===== config.mk =====
export PLATFORM = sky130hd
export DESIGN_NAME = rcd_rx_recovery
export DESIGN_NICKNAME = d
export VERILOG_FILES = /design/src/verilog/rcd_pkg.sv /design/src/verilog/rcd_rx_buffer.sv /design/src/verilog/rcd_rx_recovery.sv
export SDC_FILE = /design/constraint.sdc
export NUM_CORES = 1
export LEC_CHECK = 0
export ABC_AREA = 0
export BUFFER_PORTS_ARGS = -buffer_cell sky130_fd_sc_hd__buf_4
export CAP_MARGIN = 20
export CORE_ASPECT_RATIO = 0.5
export CORE_UTILIZATION = 28
export CTS_BUF_LIST = sky130_fd_sc_hd__clkbuf_16
export DETAILED_ROUTE_END_ITERATION = 10
export PLACE_DENSITY = 0.45
export SYNTH_ARGS = -nofsm -noshare
export SYNTH_HDL_FRONTEND = slang
export SYNTH_SLANG_ARGS = --single-unit

===== constraint.sdc =====
create_clock -name sys_clk -period 2.9 [get_ports sys_clk]
set_input_delay 0.145 -clock sys_clk [delete_from_list [all_inputs] [get_ports sys_clk]]
set_output_delay 0.145 -clock sys_clk [all_outputs]
set_load 0.01 [all_outputs]

===== src/verilog/rcd_pkg.sv =====
// rcd_pkg: constants and types for the asynchronous receive front end
// assumes a single system clock; the serial input is already synchronous
package rcd_pkg;

  localparam int unsigned DATA_W   = 10;
  localparam int unsigned DIV_W    = 12;
  localparam int unsigned SAMP_W   = 5;
  localparam int unsigned IDX_W    = 4;

  localparam logic [SAMP_W-1:0] SAMP_NORM = 5'h10;
  localparam logic [SAMP_W-1:0] SAMP_DBL  = 5'h08;
  localparam logic [SAMP_W-1:0] SF_NORM   = 5'h08;
  localparam logic [SAMP_W-1:0] SF_DBL    = 5'h04;
  localparam logic [SAMP_W-1:0] SM_NORM   = 5'h09;
  localparam logic [SAMP_W-1:0] SM_DBL    = 5'h05;
  localparam logic [SAMP_W-1:0] SAMP_ONE  = 5'h01;

  localparam logic [IDX_W-1:0]  BITS_MIN  = 4'h5;
  localparam logic [IDX_W-1:0]  BITS_MAX  = 4'ha;

  typedef enum logic [2:0] {
    RCD_IDLE  = 3'b001,
    RCD_START = 3'b010,
    RCD_DATA  = 3'b100
  } rcd_state_t;

  typedef struct packed {
    logic [DATA_W-1:0] data;
    logic              frame_error_flag;
    logic              overrun;
  } rcd_frame_t;

endpackage


===== src/verilog/rcd_rx_buffer.sv =====
// rcd_rx_buffer: two-entry receive buffer holding frame and status together
// assumes the writer holds wr_valid only one cycle; head comes from a register
module rcd_rx_buffer (
  input  wire logic              sys_clk,
  input  wire logic              resetn,
  input  wire logic              flush,
  input  wire logic              wr_valid,
  input  rcd_pkg::rcd_frame_t    wr_frame,
  output logic                   wr_ready,
  input  wire logic              rd_pop,
  output logic                   rd_valid_ff,
  output rcd_pkg::rcd_frame_t    rd_frame_ff
);

  rcd_pkg::rcd_frame_t mem_ff [2];
  logic [1:0]          count_ff;
  logic                wr_ptr_ff;
  logic                rd_ptr_ff;
  logic                push;
  logic                pop;
  logic [1:0]          nxt_count;
  logic                nxt_rd_ptr;

  assign wr_ready   = (count_ff != 2'h2);
  assign push       = wr_valid && wr_ready;
  assign pop        = rd_pop && rd_valid_ff;
  assign nxt_rd_ptr = rd_ptr_ff ^ pop;
  assign nxt_count  = count_ff + {1'b0, push} - {1'b0, pop};

  // storage
  always_ff @(posedge sys_clk)
  begin
    if (push)
    begin
      mem_ff[wr_ptr_ff] <= wr_frame;
    end
  end

  // pointers and fill level
  always_ff @(posedge sys_clk)
  begin
    if (!resetn || flush)
    begin
      count_ff  <= 2'h0;
      wr_ptr_ff <= 1'b0;
      rd_ptr_ff <= 1'b0;
    end
    else
    begin
      count_ff  <= nxt_count;
      wr_ptr_ff <= wr_ptr_ff ^ push;
      rd_ptr_ff <= nxt_rd_ptr;
    end
  end

  // registered head of buffer
  always_ff @(posedge sys_clk)
  begin
    if (!resetn || flush)
    begin
      rd_valid_ff <= 1'b0;
      rd_frame_ff <= '0;
    end
    else
    begin
      rd_valid_ff <= (nxt_count != 2'h0);
      if (push && (wr_ptr_ff == nxt_rd_ptr))
      begin
        rd_frame_ff <= wr_frame;
      end
      else
      begin
        rd_frame_ff <= mem_ff[nxt_rd_ptr];
      end
    end
  end

endmodule


===== src/verilog/rcd_rx_recovery.sv =====
// rcd_rx_recovery: start-bit qualification and per-bit majority data recovery
// assumes serial_rx_pin is synchronous to sys_clk and the sender keeps its rate
//
// Functional notes
// - sample at 16x rate, 8x when doubled
// - speed-select one picks double speed
// - falling edge starts detection, sample one
// - normal start vote on samples 8-10
// - double start vote on samples 4-6
// - mostly high start is noise, hunt again
// - accepted start realigns timing every frame
// - per-bit counter of 16 or 8 states
// - bit is majority of three centre samples
// - first vote sample is 8 or 4
// - middle vote sample is 9 or 5
// - recover data, parity, first stop only
// - zero stop bit sets frame error
// - next start accepted right after stop vote
// - five to ten data plus parity bits
// - frame error stored with its frame
// - speed select cuts divisor 16 to 8
module rcd_rx_recovery (
  input  wire logic                        sys_clk,
  input  wire logic                        resetn,
  input  wire logic                        receiver_enable,
  input  wire logic                        serial_rx_pin,
  input  wire logic                        double_speed_select,
  input  wire logic [rcd_pkg::DIV_W-1:0]   baud_divisor_value,
  input  wire logic [rcd_pkg::IDX_W-1:0]   frame_bits,
  input  wire logic                        rx_pop,
  output logic                             rx_valid_ff,
  output rcd_pkg::rcd_frame_t              rx_frame_ff,
  output logic                             busy_ff
);

  rcd_pkg::rcd_state_t           state_ff;
  logic [rcd_pkg::DIV_W-1:0]     div_cnt_ff;
  logic                          tick_ff;
  logic                          rx_prev_ff;
  logic [rcd_pkg::SAMP_W-1:0]    samp_ff;
  logic [rcd_pkg::IDX_W-1:0]     bit_idx_ff;
  logic [1:0]                    votes_ff;
  logic [rcd_pkg::DATA_W-1:0]    shreg_ff;
  logic                          push_ff;
  rcd_pkg::rcd_frame_t           push_frame_ff;
  logic                          overrun_pend_ff;
  logic                          buf_ready;
  logic [rcd_pkg::SAMP_W-1:0]    samp_per_bit;
  logic [rcd_pkg::SAMP_W-1:0]    samp_first;
  logic [rcd_pkg::SAMP_W-1:0]    samp_mid;
  logic [rcd_pkg::SAMP_W-1:0]    samp_last;
  logic [rcd_pkg::IDX_W-1:0]     nbits;
  logic                          voted;

  function automatic logic maj3(input logic a, input logic b, input logic c);
    maj3 = (a & b) | (a & c) | (b & c);
  endfunction

  function automatic logic [rcd_pkg::IDX_W-1:0] clamp_bits(input logic [rcd_pkg::IDX_W-1:0] n);
    if (n < rcd_pkg::BITS_MIN)
      clamp_bits = rcd_pkg::BITS_MIN;
    else if (n > rcd_pkg::BITS_MAX)
      clamp_bits = rcd_pkg::BITS_MAX;
    else
      clamp_bits = n;
  endfunction

  assign samp_per_bit = double_speed_select ? rcd_pkg::SAMP_DBL : rcd_pkg::SAMP_NORM;
  assign samp_first   = double_speed_select ? rcd_pkg::SF_DBL : rcd_pkg::SF_NORM;
  assign samp_mid     = double_speed_select ? rcd_pkg::SM_DBL : rcd_pkg::SM_NORM;
  assign samp_last    = samp_mid + rcd_pkg::SAMP_ONE;
  assign nbits        = clamp_bits(frame_bits);
  assign voted        = maj3(votes_ff[1], votes_ff[0], serial_rx_pin);

  always_ff @(posedge sys_clk)
  begin
    if (!resetn || !receiver_enable)
    begin
      div_cnt_ff <= '0;
      tick_ff    <= 1'b0;
    end
    else if (div_cnt_ff == '0)
    begin
      div_cnt_ff <= baud_divisor_value;
      tick_ff    <= 1'b1;
    end
    else
    begin
      div_cnt_ff <= div_cnt_ff - 1'b1;
      tick_ff    <= 1'b0;
    end
  end

  // previous line sample for edge hunt
  always_ff @(posedge sys_clk)
  begin
    if (!resetn)
    begin
      rx_prev_ff <= 1'b1;
    end
    else if (tick_ff)
    begin
      rx_prev_ff <= serial_rx_pin;
    end
  end

  // sample state machine
  always_ff @(posedge sys_clk)
  begin
    if (!resetn || !receiver_enable)
    begin
      state_ff      <= rcd_pkg::RCD_IDLE;
      samp_ff       <= '0;
      bit_idx_ff    <= '0;
      votes_ff      <= '0;
      shreg_ff      <= '0;
      push_ff       <= 1'b0;
      push_frame_ff <= '0;
    end
    else
    begin
      push_ff <= 1'b0;
      if (tick_ff)
      begin
        if (samp_ff == samp_first || samp_ff == samp_mid)
        begin
          votes_ff <= {votes_ff[0], serial_rx_pin};
        end
        case (state_ff)
          rcd_pkg::RCD_IDLE:
          begin
            if (rx_prev_ff && !serial_rx_pin)
            begin
              // this tick was sample one, the next is sample two
              state_ff   <= rcd_pkg::RCD_START;
              samp_ff    <= rcd_pkg::SAMP_ONE + rcd_pkg::SAMP_ONE;
              bit_idx_ff <= '0;
              shreg_ff   <= '0;
            end
          end
          rcd_pkg::RCD_START:
          begin
            samp_ff <= samp_ff + rcd_pkg::SAMP_ONE;
            if (samp_ff == samp_last && voted)
            begin
              state_ff <= rcd_pkg::RCD_IDLE;
            end
            else if (samp_ff == samp_per_bit)
            begin
              state_ff <= rcd_pkg::RCD_DATA;
              samp_ff  <= rcd_pkg::SAMP_ONE;
            end
          end
          rcd_pkg::RCD_DATA:
          begin
            samp_ff <= samp_ff + rcd_pkg::SAMP_ONE;
            if (samp_ff == samp_last)
            begin
              if (bit_idx_ff < nbits)
              begin
                shreg_ff[bit_idx_ff] <= voted;
              end
              else
              begin
                state_ff                       <= rcd_pkg::RCD_IDLE;
                push_ff                        <= 1'b1;
                push_frame_ff.data             <= shreg_ff;
                push_frame_ff.frame_error_flag <= !voted;
                push_frame_ff.overrun          <= overrun_pend_ff;
              end
            end
            if (samp_ff == samp_per_bit)
            begin
              samp_ff    <= rcd_pkg::SAMP_ONE;
              bit_idx_ff <= bit_idx_ff + 1'b1;
            end
          end
          default:
          begin
            state_ff <= rcd_pkg::RCD_IDLE;
          end
        endcase
      end
    end
  end

  // lost frame marker for the next stored frame
  always_ff @(posedge sys_clk)
  begin
    if (!resetn || !receiver_enable)
    begin
      overrun_pend_ff <= 1'b0;
    end
    else if (push_ff)
    begin
      overrun_pend_ff <= !buf_ready;
    end
  end

  always_ff @(posedge sys_clk)
  begin
    if (!resetn)
    begin
      busy_ff <= 1'b0;
    end
    else
    begin
      busy_ff <= receiver_enable && (state_ff != rcd_pkg::RCD_IDLE);
    end
  end

  rcd_rx_buffer u_buf (
    .sys_clk     (sys_clk),
    .resetn      (resetn),
    .flush       (!receiver_enable),
    .wr_valid    (push_ff),
    .wr_frame    (push_frame_ff),
    .wr_ready    (buf_ready),
    .rd_pop      (rx_pop),
    .rd_valid_ff (rx_valid_ff),
    .rd_frame_ff (rx_frame_ff)
  );

endmodule

== Word-level counts from Yosys, hierarchy flattened ==
Memory sizes are Yosys's and may differ from the RTL's. A register that Yosys moved wholly into a read port is not among the register bits.
Cells that the tools add are included.
Storage, ports and cells
  bits in read-only memories: 0
  logic and storage cells: 110
  memories: 1
  RAM bits: 24
  input port bits: 22
  latch bits: 0
  register bits after elaboration: 58
Operators by class
  bitwise logic cells: 11
  div/mod/pow operators: 0
  $add $sub $neg: 6
  multiply operators: 0
  multiplexer cells: 30
  eq/ne operators: 15
  magnitude comparators: 5
  reduce and logical (&&, ||, !) cells: 24
  shift operators: 0
Memory list
  u_buf.mem_ff: words 2, width 12, rd ports 1, clocked after Yosys merged registers in 1, write ports 1, line rcd_rx_buffer.sv:15  | rcd_pkg::rcd_frame_t mem_ff [2];
Operators by type and width (count)
  10-bit two-way mux: 3
  4-bit two-way mux: 6
  5-bit two-way mux: 4
  10-bit one-hot mux with 2 select lines: 1
  3-bit two-way mux: 5
  5-bit one-hot mux with 3 select lines: 1
  12-bit logical NOT: 1
  12-bit two-way mux: 1
  2-bit != test, second input constant: 6
  12-bit by 1-bit subtractor with 12-bit output, second input constant: 1
  10-bit bitwise mux: 1
  5-bit by 4-bit equality test with 1-bit output: 2
  5-bit equality test: 2
  5-bit AND reduction: 2
  3-bit one-hot mux with 3 select lines: 1
  4-bit one-hot mux with 2 select lines: 1
  4-bit AND reduction: 2
  1-bit logical AND: 6
  4-bit by 1-bit adder with 5-bit output, second input constant: 1
  5-bit by 1-bit adder with 5-bit output, second input constant: 1
  1-bit logical NOT: 5
  4-bit by 5-bit less-than comparator with 1-bit output, second input constant: 1
  1-bit two-way mux: 5
  4-bit by 1-bit adder with 4-bit output, second input constant: 1
  other kinds (22): 31

== Longest topological paths before layout ==
Gate-level depths: netlist of run 1.
  depth in word-level cells: 8
  mapped depth: 9

== Modules after synthesis ==
From an unflattened synthesis of run 1, not the netlist that was laid out.
Second synthesis, totals
  cell total of the unflattened synthesis: 432
  area total of the unflattened synthesis: 4419.2 um^2
Modules (own cells, without submodules)
  rcd_rx_recovery: area an instance 2837.7 um^2, cells an instance 325, seq. area each 1061.0 um^2, times used 1
  rcd_rx_buffer: area an instance 1581.5 um^2, cells an instance 107, seq. area each 1061.0 um^2, times used 1

== Least setup slack after synthesis of run 1 ==
No wires, ideal clock.
  path kind: input port to flip-flop
  from: input frame_bits[1] in the netlist's numbering
  to: register shreg_ff[9] in the netlist's numbering
  stages: 8
  library setup time: 0.131 ns
  data arrival time: 2.020 ns
  path buffers: 0
  data required time: 2.769 ns
  slack: 0.750 ns
  path through: a21oi_1 o21bai_1 ha_1 a21o_1 a211oi_1 a21oi_1 nor4_1 o22ai_1
On the way
  cells in the longest elaborated chain, start to end: 6
Ends and longest elaborated chain
  from (decl): line rcd_rx_recovery.sv:29  | input wire logic [rcd_pkg::IDX_W-1:0] frame_bits,
  4-bit > comparator: line rcd_rx_recovery.sv:62  | else if (n > rcd_pkg::BITS_MAX)
  4-bit two-way mux: line rcd_rx_recovery.sv:62
  4-bit two-way mux *: line rcd_rx_recovery.sv:60  | if (n < rcd_pkg::BITS_MIN)
  4-bit less-than comparator *: line rcd_rx_recovery.sv:159  | if (bit_idx_ff < nbits)
  2-bit != test (no line) *
  5-bit AND reduction (no line) *
  to (signal, indexed assignment): line rcd_rx_recovery.sv:161  | shreg_ff[bit_idx_ff] <= voted;
  to (decl): line rcd_rx_recovery.sv:43  | logic [rcd_pkg::DATA_W-1:0] shreg_ff;
Mark *: on every way between the ends. The rest lies on a longest branch, timed or not.
A chain may end at the register's enable or synchronous reset.

== Worst setup path in the final report of run 1 ==
  from: register bit_idx_ff[2] in the netlist's numbering
  to: register push_frame_ff[2] in the netlist's numbering
On the way
  cells in the longest elaborated chain, start to end: 3
Ends and longest elaborated chain
  from (decl): line rcd_rx_recovery.sv:41  | logic [rcd_pkg::IDX_W-1:0] bit_idx_ff;
  from (signal assigned): line rcd_rx_recovery.sv:175  | bit_idx_ff <= bit_idx_ff + 1'b1;
  4-bit less-than comparator: line rcd_rx_recovery.sv:159
  1-bit inverter (no line)
  4-bit AND reduction (no line)
  to (decl): line rcd_rx_recovery.sv:45  | rcd_pkg::rcd_frame_t push_frame_ff;
No other way between the ends.

==> metrics.csv, run 1 <==
stage;metric;value;unit
clock_network;cts.htree.levels;3;
yosys;synth_edf_count;24;
power;p_switching;957;uW
power;leakage;0.00186;uW
power;ir_worst_vdd;310;uV
clock_network;root_buffer;clkbuf_16;
placement;gp_congestion;0.760;
yosys;avgSynthCellArea;10.5;um2
setup_path;critPathKind;reg2reg;
sta;finalHoldViolCount;0;
clock_network;cts.repair.resized;0;
final_layout;fill_cells;1511;
power;total_power;3250;uW
yosys;syn_inst;404;
setup_path;cp-end-kind;flop;
setup_path;slowest_stage;a211oi_4;
clock_network;cts_tree;done;
sta;totalNegativeSetupSlack;0;ps
yosys;synth_top_area_share;33.0;%
yosys;synth-seq-cells;94;
sta;finalCritPeriodShare;82.9;%
run;maxCapViolations;0;
setup_path;cp_data_required_time;3110;ps
sta;fin_hold_ws;78.5;ps
sta;slew_headroom;42.9;%
routing;drt-pass1-iter-count;4;
yosys;ys_seq_area_share;50.0;%
sta;setup-violations-final;0;
yosys;synthesis.area;0.00424;mm2
routing;drt_wl_total;8.84;mm
floorplan;dieHeight;89.0;um
sta;slew_viol_final;0;
yosys;synth_cell_types;66;
floorplan;io-pin-count;36;
setup_path;crit_fanout;13;
yosys;synth-async-reset-ratio;0;%
floorplan;initial_utilization;29.0;%
clock_network;clk_pin_slew_worst_paths;70;ps
global_route;antenna_found_initial;0;
yosys;yosys_warnings;0;
yosys;ys.flop_type;dfxtp_1;
final_layout;area_delta_synth_final;18.5;%
clock_network;postCtsSetupBuffers;0;
power;power_density;647;mW/mm2
power;internal_power;2300;uW
sta;worst_pin_slew;853;ps
final_layout;n_antenna_cell;0;
placement;place_inst;630;
power;power_frac_comb;20.4;%
sta;fmax;0.416;GHz
sta;fin_skew;8.69;ps
placement;io_buffers;35;
clock_network;numCtsBuffers;9;
sta;fin_crit;2400;ps
sta;setup_ws;496;ps
routing;wl_per_cell;13.7;um
outcome;status;complete, no violations;
setup_path;arrival;2610;ps
routing;drc;0;
setup_path;max_stage_delay;780;ps
yosys;synth.area.top_cells;dfxtp_1 (33%), edfxtp_1 (17%), mux2i_1 (6.1%), nor2_1 (5.1%), ha_1 (5.0%);
yosys;synth_top_area_cell;dfxtp_1;
floorplan;die_area;0.0157;mm2
global_route;overflow;0;
global_route;grt_pass1_wl;14.5;mm
placement;place_hpwl;6.20;mm
routing;first_iter_violations;140;
placement;preCtsSetupSlack;432;ps
clock_network;clock-sinks;94;
setup_path;cp_cell_sequence;ha_1 -> nand2_1 -> a211o_1 -> a211oi_4 -> mux2i_1 -> nor2_1;
clock_network;clockBufferDepth;2;
final_layout;final_cell_count_no_fill;647;
floorplan;row_count;31;
routing;vias;2959;
floorplan;dieWidth;176;um
power;p_sw_share;29.4;%
routing;final_antenna_net_count;0;
global_route;grt_pass1_vias;2681;
power;seq_power_share;46.0;%
floorplan;core;0.0146;mm2
clock_network;clk_latency;340;ps
setup_path;critPathLaunchType;flop;
sta;rsz0062_at_grt;no;
worst_hold_path;hold_class;in2reg;
power;power_frac_clock;33.6;%
global_route;grt_max_degree;42;
final_layout;layout-drive-gt1-share;16.3;%
final_layout;finalNetCount;483;
global_route;gr-usage-all-layers;11.9;%
routing;vias_per_cell;4.57;
yosys;synth.net_count;443;
-- kinds of logic (layout without fill, tap and decap cells) --
family	Yosys count	after routing	synth area share, %
AO/OA/AOI/OAI	77	77	13.5
XOR/XNOR	16	16	3.63
adder cells (fa/ha/maj)	18	18	5.25
buffers and inverters	27	72	2.77
flip-flops	94	94	50.0
multiplexers	26	26	6.14
AND/OR/NAND/NOR	146	146	18.7
-- per-layer routing --
| layer | vias up | wire [um] | track usage, % |
|---|---|---|---|
| li1 | 1548 | - | - |
| met1 | 1368 | 5130 | 17.8 |
| met2 | 38 | 3400 | 16.6 |
| met3 | 5 | 237 | 3.10 |
| met4 | 0 | 73 | 3.56 |
| met5 | - | 0 | 0 |
-- metrics by stage --
stage          util (%)  instance area (um2)
2_1_floorplan         -                 4240
3_3_place_gp       32.4                 4740
3_5_place_dp       32.4                 4740
4_1_cts            34.4                 5030
5_1_grt            34.4                 5030
6_report           34.4                 5030
-- cell usage after synthesis, drive strengths merged, types with 2 or more instances --
cell,instances
a2111oi,2
a211oi,25
a21o,2
a21oi,10
a311oi,2
and2,5
and4,8
buf,7
clkbuf,8
dfxtp,70
edfxtp,24
ha,17
inv,12
mux2i,26
nand2,26
nand2b,5
nand3,2
nand3b,2
nand4,4
nor2,59
nor2b,6
nor3,6
nor3b,3
nor4,4
o2111ai,2
o211ai,2
o21ai,12
o21bai,2
o22ai,2
o2bb2ai,8
or2,2
or3,3
or3b,3
or4,3
xnor2,9
xor2,6
-- power groups by stage --
stage | Sequential (uW) | Combinational [uW] | Clock (uW)
2_1_floorplan | 1510 | 515 | 0
3_3_place_gp | 1520 | 669 | 0
3_5_place_dp | 1520 | 674 | 0
4_1_cts | 1490 | 675 | 1130
5_1_grt | 1500 | 757 | 1190
6_report | 1500 | 664 | 1090
-- state kept, by name (all words and copies together), names as in the netlist, 3 cells and up --
| signal | count |
|---|---|
| bit_idx_ff | 4 |
| div_cnt_ff | 12 |
| push_frame_ff | 12 |
| samp_ff | 5 |
| shreg_ff | 10 |
| state_ff | 3 |
| u_buf.mem_ff | 24 |
| u_buf.rd_frame_ff | 12 |
-- repair_timing --
| item | CTS | global route |
|---|---|---|
| hold buffers | 1 | 0 |
| endpoints found under the hold margin | 1 | 0 |
| setup endpoints to repair | 0 | 0 |
-- critical path, delay by kind of cell (launching register included) --
family	cells	cell delay, ps
flops	1	400
fa+ha+maj	1	360
compound gates	2	1140
mux	1	260
simple gates	2	110
-- cell usage in the layout (no fill, tap or decap), drive strengths merged, types with 3 or more instances in the layout --
| cell | instances |
|---|---|
| nor2b | 6 |
| nand4 | 4 |
| a211oi | 25 |
| nor2 | 59 |
| or3b | 3 |
| nand2b | 5 |
| and2 | 5 |
| o2bb2ai | 8 |
| nand2 | 26 |
| a21oi | 10 |
| dfxtp | 70 |
| nor4 | 4 |
| buf | 43 |
| xnor2 | 9 |
| nor3b | 3 |
| edfxtp | 24 |
| and4 | 8 |
| inv | 15 |
| ha | 17 |
| o21ai | 12 |
| clkbuf | 9 |
| nor3 | 6 |
| or3 | 3 |
| mux2i | 26 |
| or4 | 3 |
| xor2 | 6 |
-- cell type report --
cell class	instances	area (um2)	share of cell area [%]
timing repair buffer	44	333	6.62
sequential	94	2120	42.2
clock buffer	9	225	4.48
multi-input combinational	283	2000	39.9
inverter	12	45.0	0.896
clock inverter	7	50.0	0.996
tap	198	248	4.93
-- worst paths after layout --
check,start,endpoint,slack (ps),cells after the start
setup / recovery,bit_idx_ff[2],push_frame_ff[2],500,6
hold / removal,receiver_enable,u_buf.count_ff[0],80,2
setup reg to reg,bit_idx_ff[2],push_frame_ff[2],500,6
hold reg to reg,shreg_ff[2],shreg_ff[2],470,2
(Power assumes the default switching activity.)
==> inputs of run 2 (changes only) <==
--- a/config.mk
+++ b/config.mk
@@ -5,14 +5,14 @@
 export SDC_FILE = /design/constraint.sdc
 export NUM_CORES = 1
 export LEC_CHECK = 0
-export ABC_AREA = 0
+export ABC_AREA = 1
 export BUFFER_PORTS_ARGS = -buffer_cell sky130_fd_sc_hd__buf_4
 export CAP_MARGIN = 20
 export CORE_ASPECT_RATIO = 0.5
 export CORE_UTILIZATION = 28
 export CTS_BUF_LIST = sky130_fd_sc_hd__clkbuf_16
 export DETAILED_ROUTE_END_ITERATION = 10
-export PLACE_DENSITY = 0.45
+export PLACE_DENSITY = 0.47
 export SYNTH_ARGS = -nofsm -noshare
 export SYNTH_HDL_FRONTEND = slang
 export SYNTH_SLANG_ARGS = --single-unit
==> constraint.sdc (replaced) <==
create_clock -name sys_clk -period 1.98 [get_ports sys_clk]
set_input_delay 0.099 -clock sys_clk [delete_from_list [all_inputs] [get_ports sys_clk]]
set_output_delay 0.099 -clock sys_clk [all_outputs]
set_load 0.01 [all_outputs]
==> metrics.csv, run 2 <==
stage;metric;value;unit;change
outcome;status;complete, no violations;;
clock_network;cts.htree.levels;3;;unchanged
sta;setup-violations-final;0;;unchanged
sta;finalHoldViolCount;0;;unchanged
placement;preCtsSetupSlack;216;ps;-216 ps
global_route;grt_pass1_wl;15.7;mm;+8.4%
final_layout;finalNetCount;598;;+24%
sta;fin_crit;1770;ps;-634 ps
sta;worst_pin_slew;410;ps;-444 ps
yosys;synth-async-reset-ratio;0;%;unchanged
final_layout;final_common_cell;dfxtp_1;;
routing;drc;0;;unchanged
yosys;synth.most_common_cell;dfxtp_1;;
yosys;synth_top_area_share;32.2;%;-0.89 points
floorplan;dieWidth;178;um;+1.4%
routing;drt_wl_total;9.19;mm;+4.0%
global_route;overflow;0;;unchanged
sta;fmax;0.565;GHz;+36%
clock_network;clockBufferDepth;2;;unchanged
routing;final_antenna_net_count;0;;unchanged
clock_network;root_buffer;clkbuf_16;;
final_layout;largest_register;u_buf.mem_ff;;
final_layout;layout-drive-gt1-share;16.7;%;+0.41 points
yosys;synth.area.top_cells;dfxtp_1 (32%), edfxtp_1 (17%), nand2_1 (5.7%), nor2_1 (5.6%), o21ai_0 (5.5%);;
floorplan;io-pin-count;36;;unchanged
global_route;use_met2;16.9;%;+0.35 points
floorplan;core;0.0148;mm2;+1.3%
clock_network;cts_tree;done;;
floorplan;row_count;31;;unchanged
clock_network;clock-sinks;94;;unchanged
global_route;grt.busiest_layer;met1;;
placement;gp_congestion;0.793;;+4.4%
setup_path;cp-end-kind;flop;;
yosys;synth_cell_types;45;;-32%
sta;slew_viol_final;0;;unchanged
global_route;gr-usage-all-layers;12.3;%;+0.33 points
yosys;ys_seq_area_share;48.7;%;-1.4 points
routing;vias_per_cell;4.36;;-4.7%
setup_path;critPathLaunchType;flop;;
yosys;yosys_warnings;0;;unchanged
floorplan;die_area;0.0161;mm2;+2.7%
power;ir_worst_vdd;435;uV;+40%
routing;vias;3322;;+12%
yosys;synthesis.area;0.00436;mm2;+2.8%
run;maxCapViolations;0;;unchanged
yosys;syn_inst;514;;+27%
global_route;grt_pass1_vias;3188;;+19%
setup_path;critPathKind;reg2reg;;
worst_hold_path;whs_path_depth;3;;+1
final_layout;area_delta_synth_final;20.2;%;
clock_network;clk_pin_slew_worst_paths;70;ps;about the same
setup_path;arrival;1990;ps;-620 ps
placement;place_hpwl;6.38;mm;+3.0%
routing;first_iter_violations;183;;+31%
sta;slew_headroom;72.7;%;+30 points
final_layout;largest_reg_flops;24;;unchanged
yosys;synth_edf_count;24;;unchanged
floorplan;initial_utilization;29.4;%;+0.41 points
global_route;antenna_found_initial;0;;unchanged
power;leakage;0.00202;uW;+9.0%
yosys;synthTopCellsByCount;dfxtp_1 (70), nand2_1 (66), nor2_1 (65);;
sta;setup_ws;210;ps;-286 ps
yosys;avgSynthCellArea;8.48;um2;-19%
power;power_density;1000;mW/mm2;+55%
floorplan;dieHeight;90.2;um;+1.3%
sta;rsz0062_at_grt;no;;
placement;io_buffers;35;;unchanged
setup_path;crit_fanout;11;;-2
yosys;synth-seq-cells;94;;unchanged
routing;drt-pass1-iter-count;5;;+1
global_route;grt_max_degree;38;;-9.5%
final_layout;mostFrequentLayoutCells;dfxtp_1 (70), nand2_1 (66), nor2_1 (65), inv_1 (49), buf_4 (49);;
placement;postPlaceCellArea;0.00490;mm2;+3.4%
sta;totalNegativeSetupSlack;0;ps;unchanged
yosys;synth.net_count;553;;+25%
final_layout;n_antenna_cell;0;;unchanged
yosys;synth_top_area_cell;dfxtp_1;;
worst_hold_path;hold_class;in2reg;;
final_layout;postLayoutCellArea;0.00524;mm2;+4.3%
yosys;ys.flop_type;dfxtp_1;;
final_layout;fill_cells;1591;;+5.3%
clock_network;clk_latency;340;ps;about the same
clock_network;numCtsBuffers;9;;unchanged
setup_path;reg2reg_depth;9;;+3
sta;finalCritPeriodShare;89.4;%;+6.5 points
global_route;met1_usage;18.4;%;+0.59 points
global_route;grt_use_met3;3.34;%;+0.24 points
setup_path;cp_data_required_time;2200;ps;-910 ps
routing;wl_per_cell;12.1;um;-12%
sta;fin_skew;13.2;ps;+4.54 ps
-- run 2: cell count changes after synthesis, moves of 12 or more --
cell and change:
o21ai_0 +37, inv_1 +37, a21oi_1 +22, a31oi_1 +12
nand3_1 +17, a211oi_1 -23, nand2_1 +40, mux2i_1 -26
-- run 2: logic make-up (layout without fill, tap and decap cells) --
family / Yosys count / after routing / synth area share [%]
flip-flops: 94 / 94 / 48.7
AND/OR/NAND/NOR: 207 / 207 / 22.5
XOR/XNOR: 13 / 13 / 2.79
buffers and inverters: 73 / 123 / 7.15
adder cells (fa/ha/maj): 17 / 17 / 4.88
AO/OA/AOI/OAI: 110 / 110 / 14.0
-- run 2: final cells by class --
type	instances	area, um2	share of cell area (%)
inverters	54	203	3.87
clock buffers	9	225	4.30
flip-flops and latches	94	2120	40.5
multi-input cells	347	1920	36.7
repair buffers	53	438	8.36
clock inverters	7	80.1	1.53
well taps	198	248	4.73
-- run 2: layer usage --
layer  wire length [um]  up-vias
li1                   -     1803
met1               5230     1473
met2               3640       44
met3                274        2
met4                 41        0
met5                  0        -
-- run 2: path summary, 6_finish.rpt --
path | start | slack [ps] | endpoint
setup / recovery | samp_ff[1] | 210 | push_frame_ff[5]
setup reg to reg | samp_ff[1] | 210 | push_frame_ff[5]
hold / removal | baud_divisor_value[0] | 40 | div_cnt_ff[0]
hold reg to reg | shreg_ff[7] | 460 | shreg_ff[7]
-- run 2: timing repair --
action	CTS	global route
hold buffers	1	0
setup endpoints to repair	0	1
setup buffers	0	3
gates resized for setup	0	0
endpoints found under the hold margin	1	0
-- run 2: critical path, cell delays in order (launching register included) --
cell and delay, ps:
dfxtp_1 390, ha_1 160, inv_1 70, nor4_4 320, nand2_1 80, nor2_1 90, nand2_1 100, buf_4 180
o21ai_0 210, nor2_1 60
-- run 2: power breakdown --
part           internal, uW  total [uW]  switching, uW
clock                   997        1760            766
combinational           523        1300            776
sequential             2090        2190           95.2
-- run 2: per-stage QoR --
| step | utilization, % | hold WS (ps) | total power, uW | cells |
|---|---|---|---|---|
| 2_1_floorplan | - | 198 | 3110 | 514 |
| 3_3_place_gp | 33.1 | 328 | 3420 | 742 |
| 3_5_place_dp | 33.1 | 340 | 3420 | 742 |
| 4_1_cts | 35.2 | 32.2 | 5210 | 759 |
| 5_1_grt | 35.4 | 44.1 | 5590 | 762 |
| 6_report | 35.4 | 45.0 | 5250 | 762 |
==> inputs of run 3 (changes only) <==
--- a/config.mk
+++ b/config.mk
@@ -12,7 +12,7 @@
 export CORE_UTILIZATION = 28
 export CTS_BUF_LIST = sky130_fd_sc_hd__clkbuf_16
 export DETAILED_ROUTE_END_ITERATION = 10
-export PLACE_DENSITY = 0.47
+export PLACE_DENSITY = 0.45
 export SYNTH_ARGS = -nofsm -noshare
 export SYNTH_HDL_FRONTEND = slang
 export SYNTH_SLANG_ARGS = --single-unit
==> constraint.sdc (replaced) <==
create_clock -name sys_clk -period 1.8 [get_ports sys_clk]
set_input_delay 0.09 -clock sys_clk [delete_from_list [all_inputs] [get_ports sys_clk]]
set_output_delay 0.09 -clock sys_clk [all_outputs]
set_load 0.01 [all_outputs]
==> metrics.csv, run 3 (synthesis gave the netlist of run 2 again) <==
stage;metric;value;unit;change
floorplan;die_area;0.0161;mm2;unchanged
routing;first_iter_violations;168;;-8.2%
routing;final_antenna_net_count;0;;unchanged
routing;vias;3357;;+1.1%
sta;setup-violations-final;0;;unchanged
routing;drc;0;;unchanged
final_layout;largest_register;u_buf.mem_ff;;
final_layout;finalNetCount;602;;+0.67%
final_layout;area_delta_synth_final;21.2;%;
clock_network;cts.htree.levels;3;;unchanged
setup_path;slowest_stage;dfxtp_1;;
run;maxCapViolations;0;;unchanged
setup_path;cp_data_required_time;2030;ps;-170 ps
setup_path;crit_fanout;13;;+2
global_route;antenna_found_initial;0;;unchanged
clock_network;clk_pin_slew_worst_paths;70;ps;about the same
global_route;grt_pass1_wl;15.7;mm;about the same
floorplan;io-pin-count;36;;unchanged
power;power_density;1080;mW/mm2;+7.4%
clock_network;postCtsSetupBuffers;0;;unchanged
final_layout;largest_reg_flops;24;;unchanged
floorplan;dieWidth;178;um;unchanged
placement;place_hpwl;6.66;mm;+4.3%
sta;setup_ws;118;ps;-91.4 ps
power;internal_power;3840;uW;+6.3%
sta;fin_crit;1680;ps;-88.6 ps
final_layout;final_common_cell;dfxtp_1;;
clock_network;clock-sinks;94;;unchanged
sta;fin_skew;6.29;ps;-6.95 ps
global_route;grt.busiest_layer;met1;;
global_route;grt_use_met3;3.47;%;+0.13 points
final_layout;fill_cells;1566;;-1.6%
clock_network;root_buffer;clkbuf_16;;
sta;fmax;0.595;GHz;+5.3%
setup_path;cpLargestDelayFamily;compound AO/OA/AOI/OAI gates;;
setup_path;cp-end-kind;flop;;
power;ir_worst_vdd;500;uV;+15%
floorplan;dieHeight;90.2;um;unchanged
routing;drt_wl_total;9.30;mm;+1.2%
sta;worst_pin_slew;415;ps;+5.80 ps
final_layout;mostFrequentLayoutCells;dfxtp_1 (69), nand2_1 (65), nor2_1 (65), buf_4 (52), inv_1 (49);;
floorplan;initial_utilization;29.4;%;unchanged
power;leakage;0.00204;uW;+1.0%
power;p_sw_share;32.4;%;+1.2 points
placement;preCtsSetupSlack;48.0;ps;-168 ps
sta;slew_headroom;72.3;%;-0.39 points
global_route;met1_usage;18.7;%;+0.35 points
global_route;grt_max_degree;38;;unchanged
global_route;gr-usage-all-layers;12.4;%;+0.094 points
floorplan;row_count;31;;unchanged
setup_path;max_stage_delay;340;ps;-50 ps
setup_path;critPathBufInv;1;;-1
power;power_frac_clock;32.6;%;-1.0 points
sta;slew_viol_final;0;;unchanged
setup_path;critPathLaunchType;flop;;
final_layout;layout-drive-gt1-share;18.1;%;+1.5 points
setup_path;r2r_slack;120;ps;-90 ps
routing;wl_per_cell;12.1;um;+0.69%
power;seq_power_share;42.4;%;+0.7 points
power;power_frac_comb;25.0;%;+0.3 points
floorplan;core;0.0148;mm2;unchanged
global_route;overflow;0;;unchanged
worst_hold_path;hold_class;in2reg;;
clock_network;clk_latency;340;ps;about the same
sta;finalHoldViolCount;0;;unchanged
sta;rsz0062_at_grt;yes;;
final_layout;n_antenna_cell;0;;unchanged
setup_path;arrival;1910;ps;-80 ps
routing;vias_per_cell;4.38;;+0.53%
placement;io_buffers;35;;unchanged
outcome;status;complete, no violations;;
sta;finalCritPeriodShare;93.4;%;+4.0 points
setup_path;critPathKind;reg2reg;;
final_layout;finalCoreUtilization;35.6;%;+0.28 points
clock_network;cts_tree;done;;
global_route;grt_pass1_vias;3171;;-0.53%
clock_network;clockBufferDepth;2;;unchanged
routing;drt-pass1-iter-count;4;;-1
power;p_switching;1840;uW;+13%
global_route;use_met2;16.7;%;-0.19 points
clock_network;numCtsBuffers;9;;unchanged
setup_path;cp_cell_sequence;ha_1 -> a21oi_1 -> nand2_1 -> nand2_1 -> inv_2 -> o21ai_0 -> a21oi_1;;
placement;gp_congestion;0.763;;-3.7%
run 3: cell count changes in the layout (fill, tap and decap cells not counted), sizes merged:
cell,change
inv,+2
clkinvlp,+1
clkinv,-2
buf,+4
bufinv,-1
run 3: cell type report:
cell class / count / area [um2] / area share, %
flip-flops and latches: 94 / 2120 / 40.2
clock buffers: 9 / 225 / 4.26
clock inverters: 7 / 61.3 / 1.16
inverters: 54 / 203 / 3.84
multi-input cells: 347 / 1940 / 36.7
repair buffers: 57 / 480 / 9.10
well taps: 198 / 248 / 4.69
run 3: tightest hold or removal path: stages:
cell	delay, ps
buf_4	70
o21ai_0	70
a21oi_1	100
run 3: metrics by stage:
stage	area, um2	TNS, ps	power, uW	hold WS (ps)	cells
final	5280	0	5680	19.6	766
after global routing	5280	-11.6	6050	28.6	766
after CTS	5260	0	5740	7.60	766
after detailed placement	4970	0	3860	329	749
after global placement	4970	0	3870	312	749
after floorplan	4360	0	3420	189	514
run 3: final timing paths:
check	startpoint	to	cells past startpoint
worst min-delay path	baud_divisor_value[11]	div_cnt_ff[11]	3
worst max-delay path	bit_idx_ff[3]	push_frame_ff[1]	7
worst max register to register	bit_idx_ff[3]	push_frame_ff[1]	7
worst min register to register	shreg_ff[2]	shreg_ff[2]	2
run 3: layer usage:
| layer | vias to the layer above | share of wire, % | routed length (um) |
|---|---|---|---|
| li1 | 1810 | - | - |
| met2 | 42 | 38 | 3580 |
| met1 | 1498 | 57 | 5320 |
| met4 | 0 | 1.0 | 94 |
| met5 | - | 0 | 0 |
| met3 | 7 | 3.3 | 311 |
run 3: power groups by stage:
stage	Combinational [uW]	Sequential, uW	Clock (uW)
global placement	1410	2460	0
CTS	1410	2410	1920
detailed placement	1400	2450	0
global route	1610	2430	2010
floorplan	986	2440	0
finish	1420	2410	1850
run 3: timing repair:
item / 4_1_cts / 5_1_grt
gates resized for setup: 0 / 9
hold buffers: 1 / 0
hold endpoints to repair: 1 / 0
endpoints found under the setup margin: 0 / 25
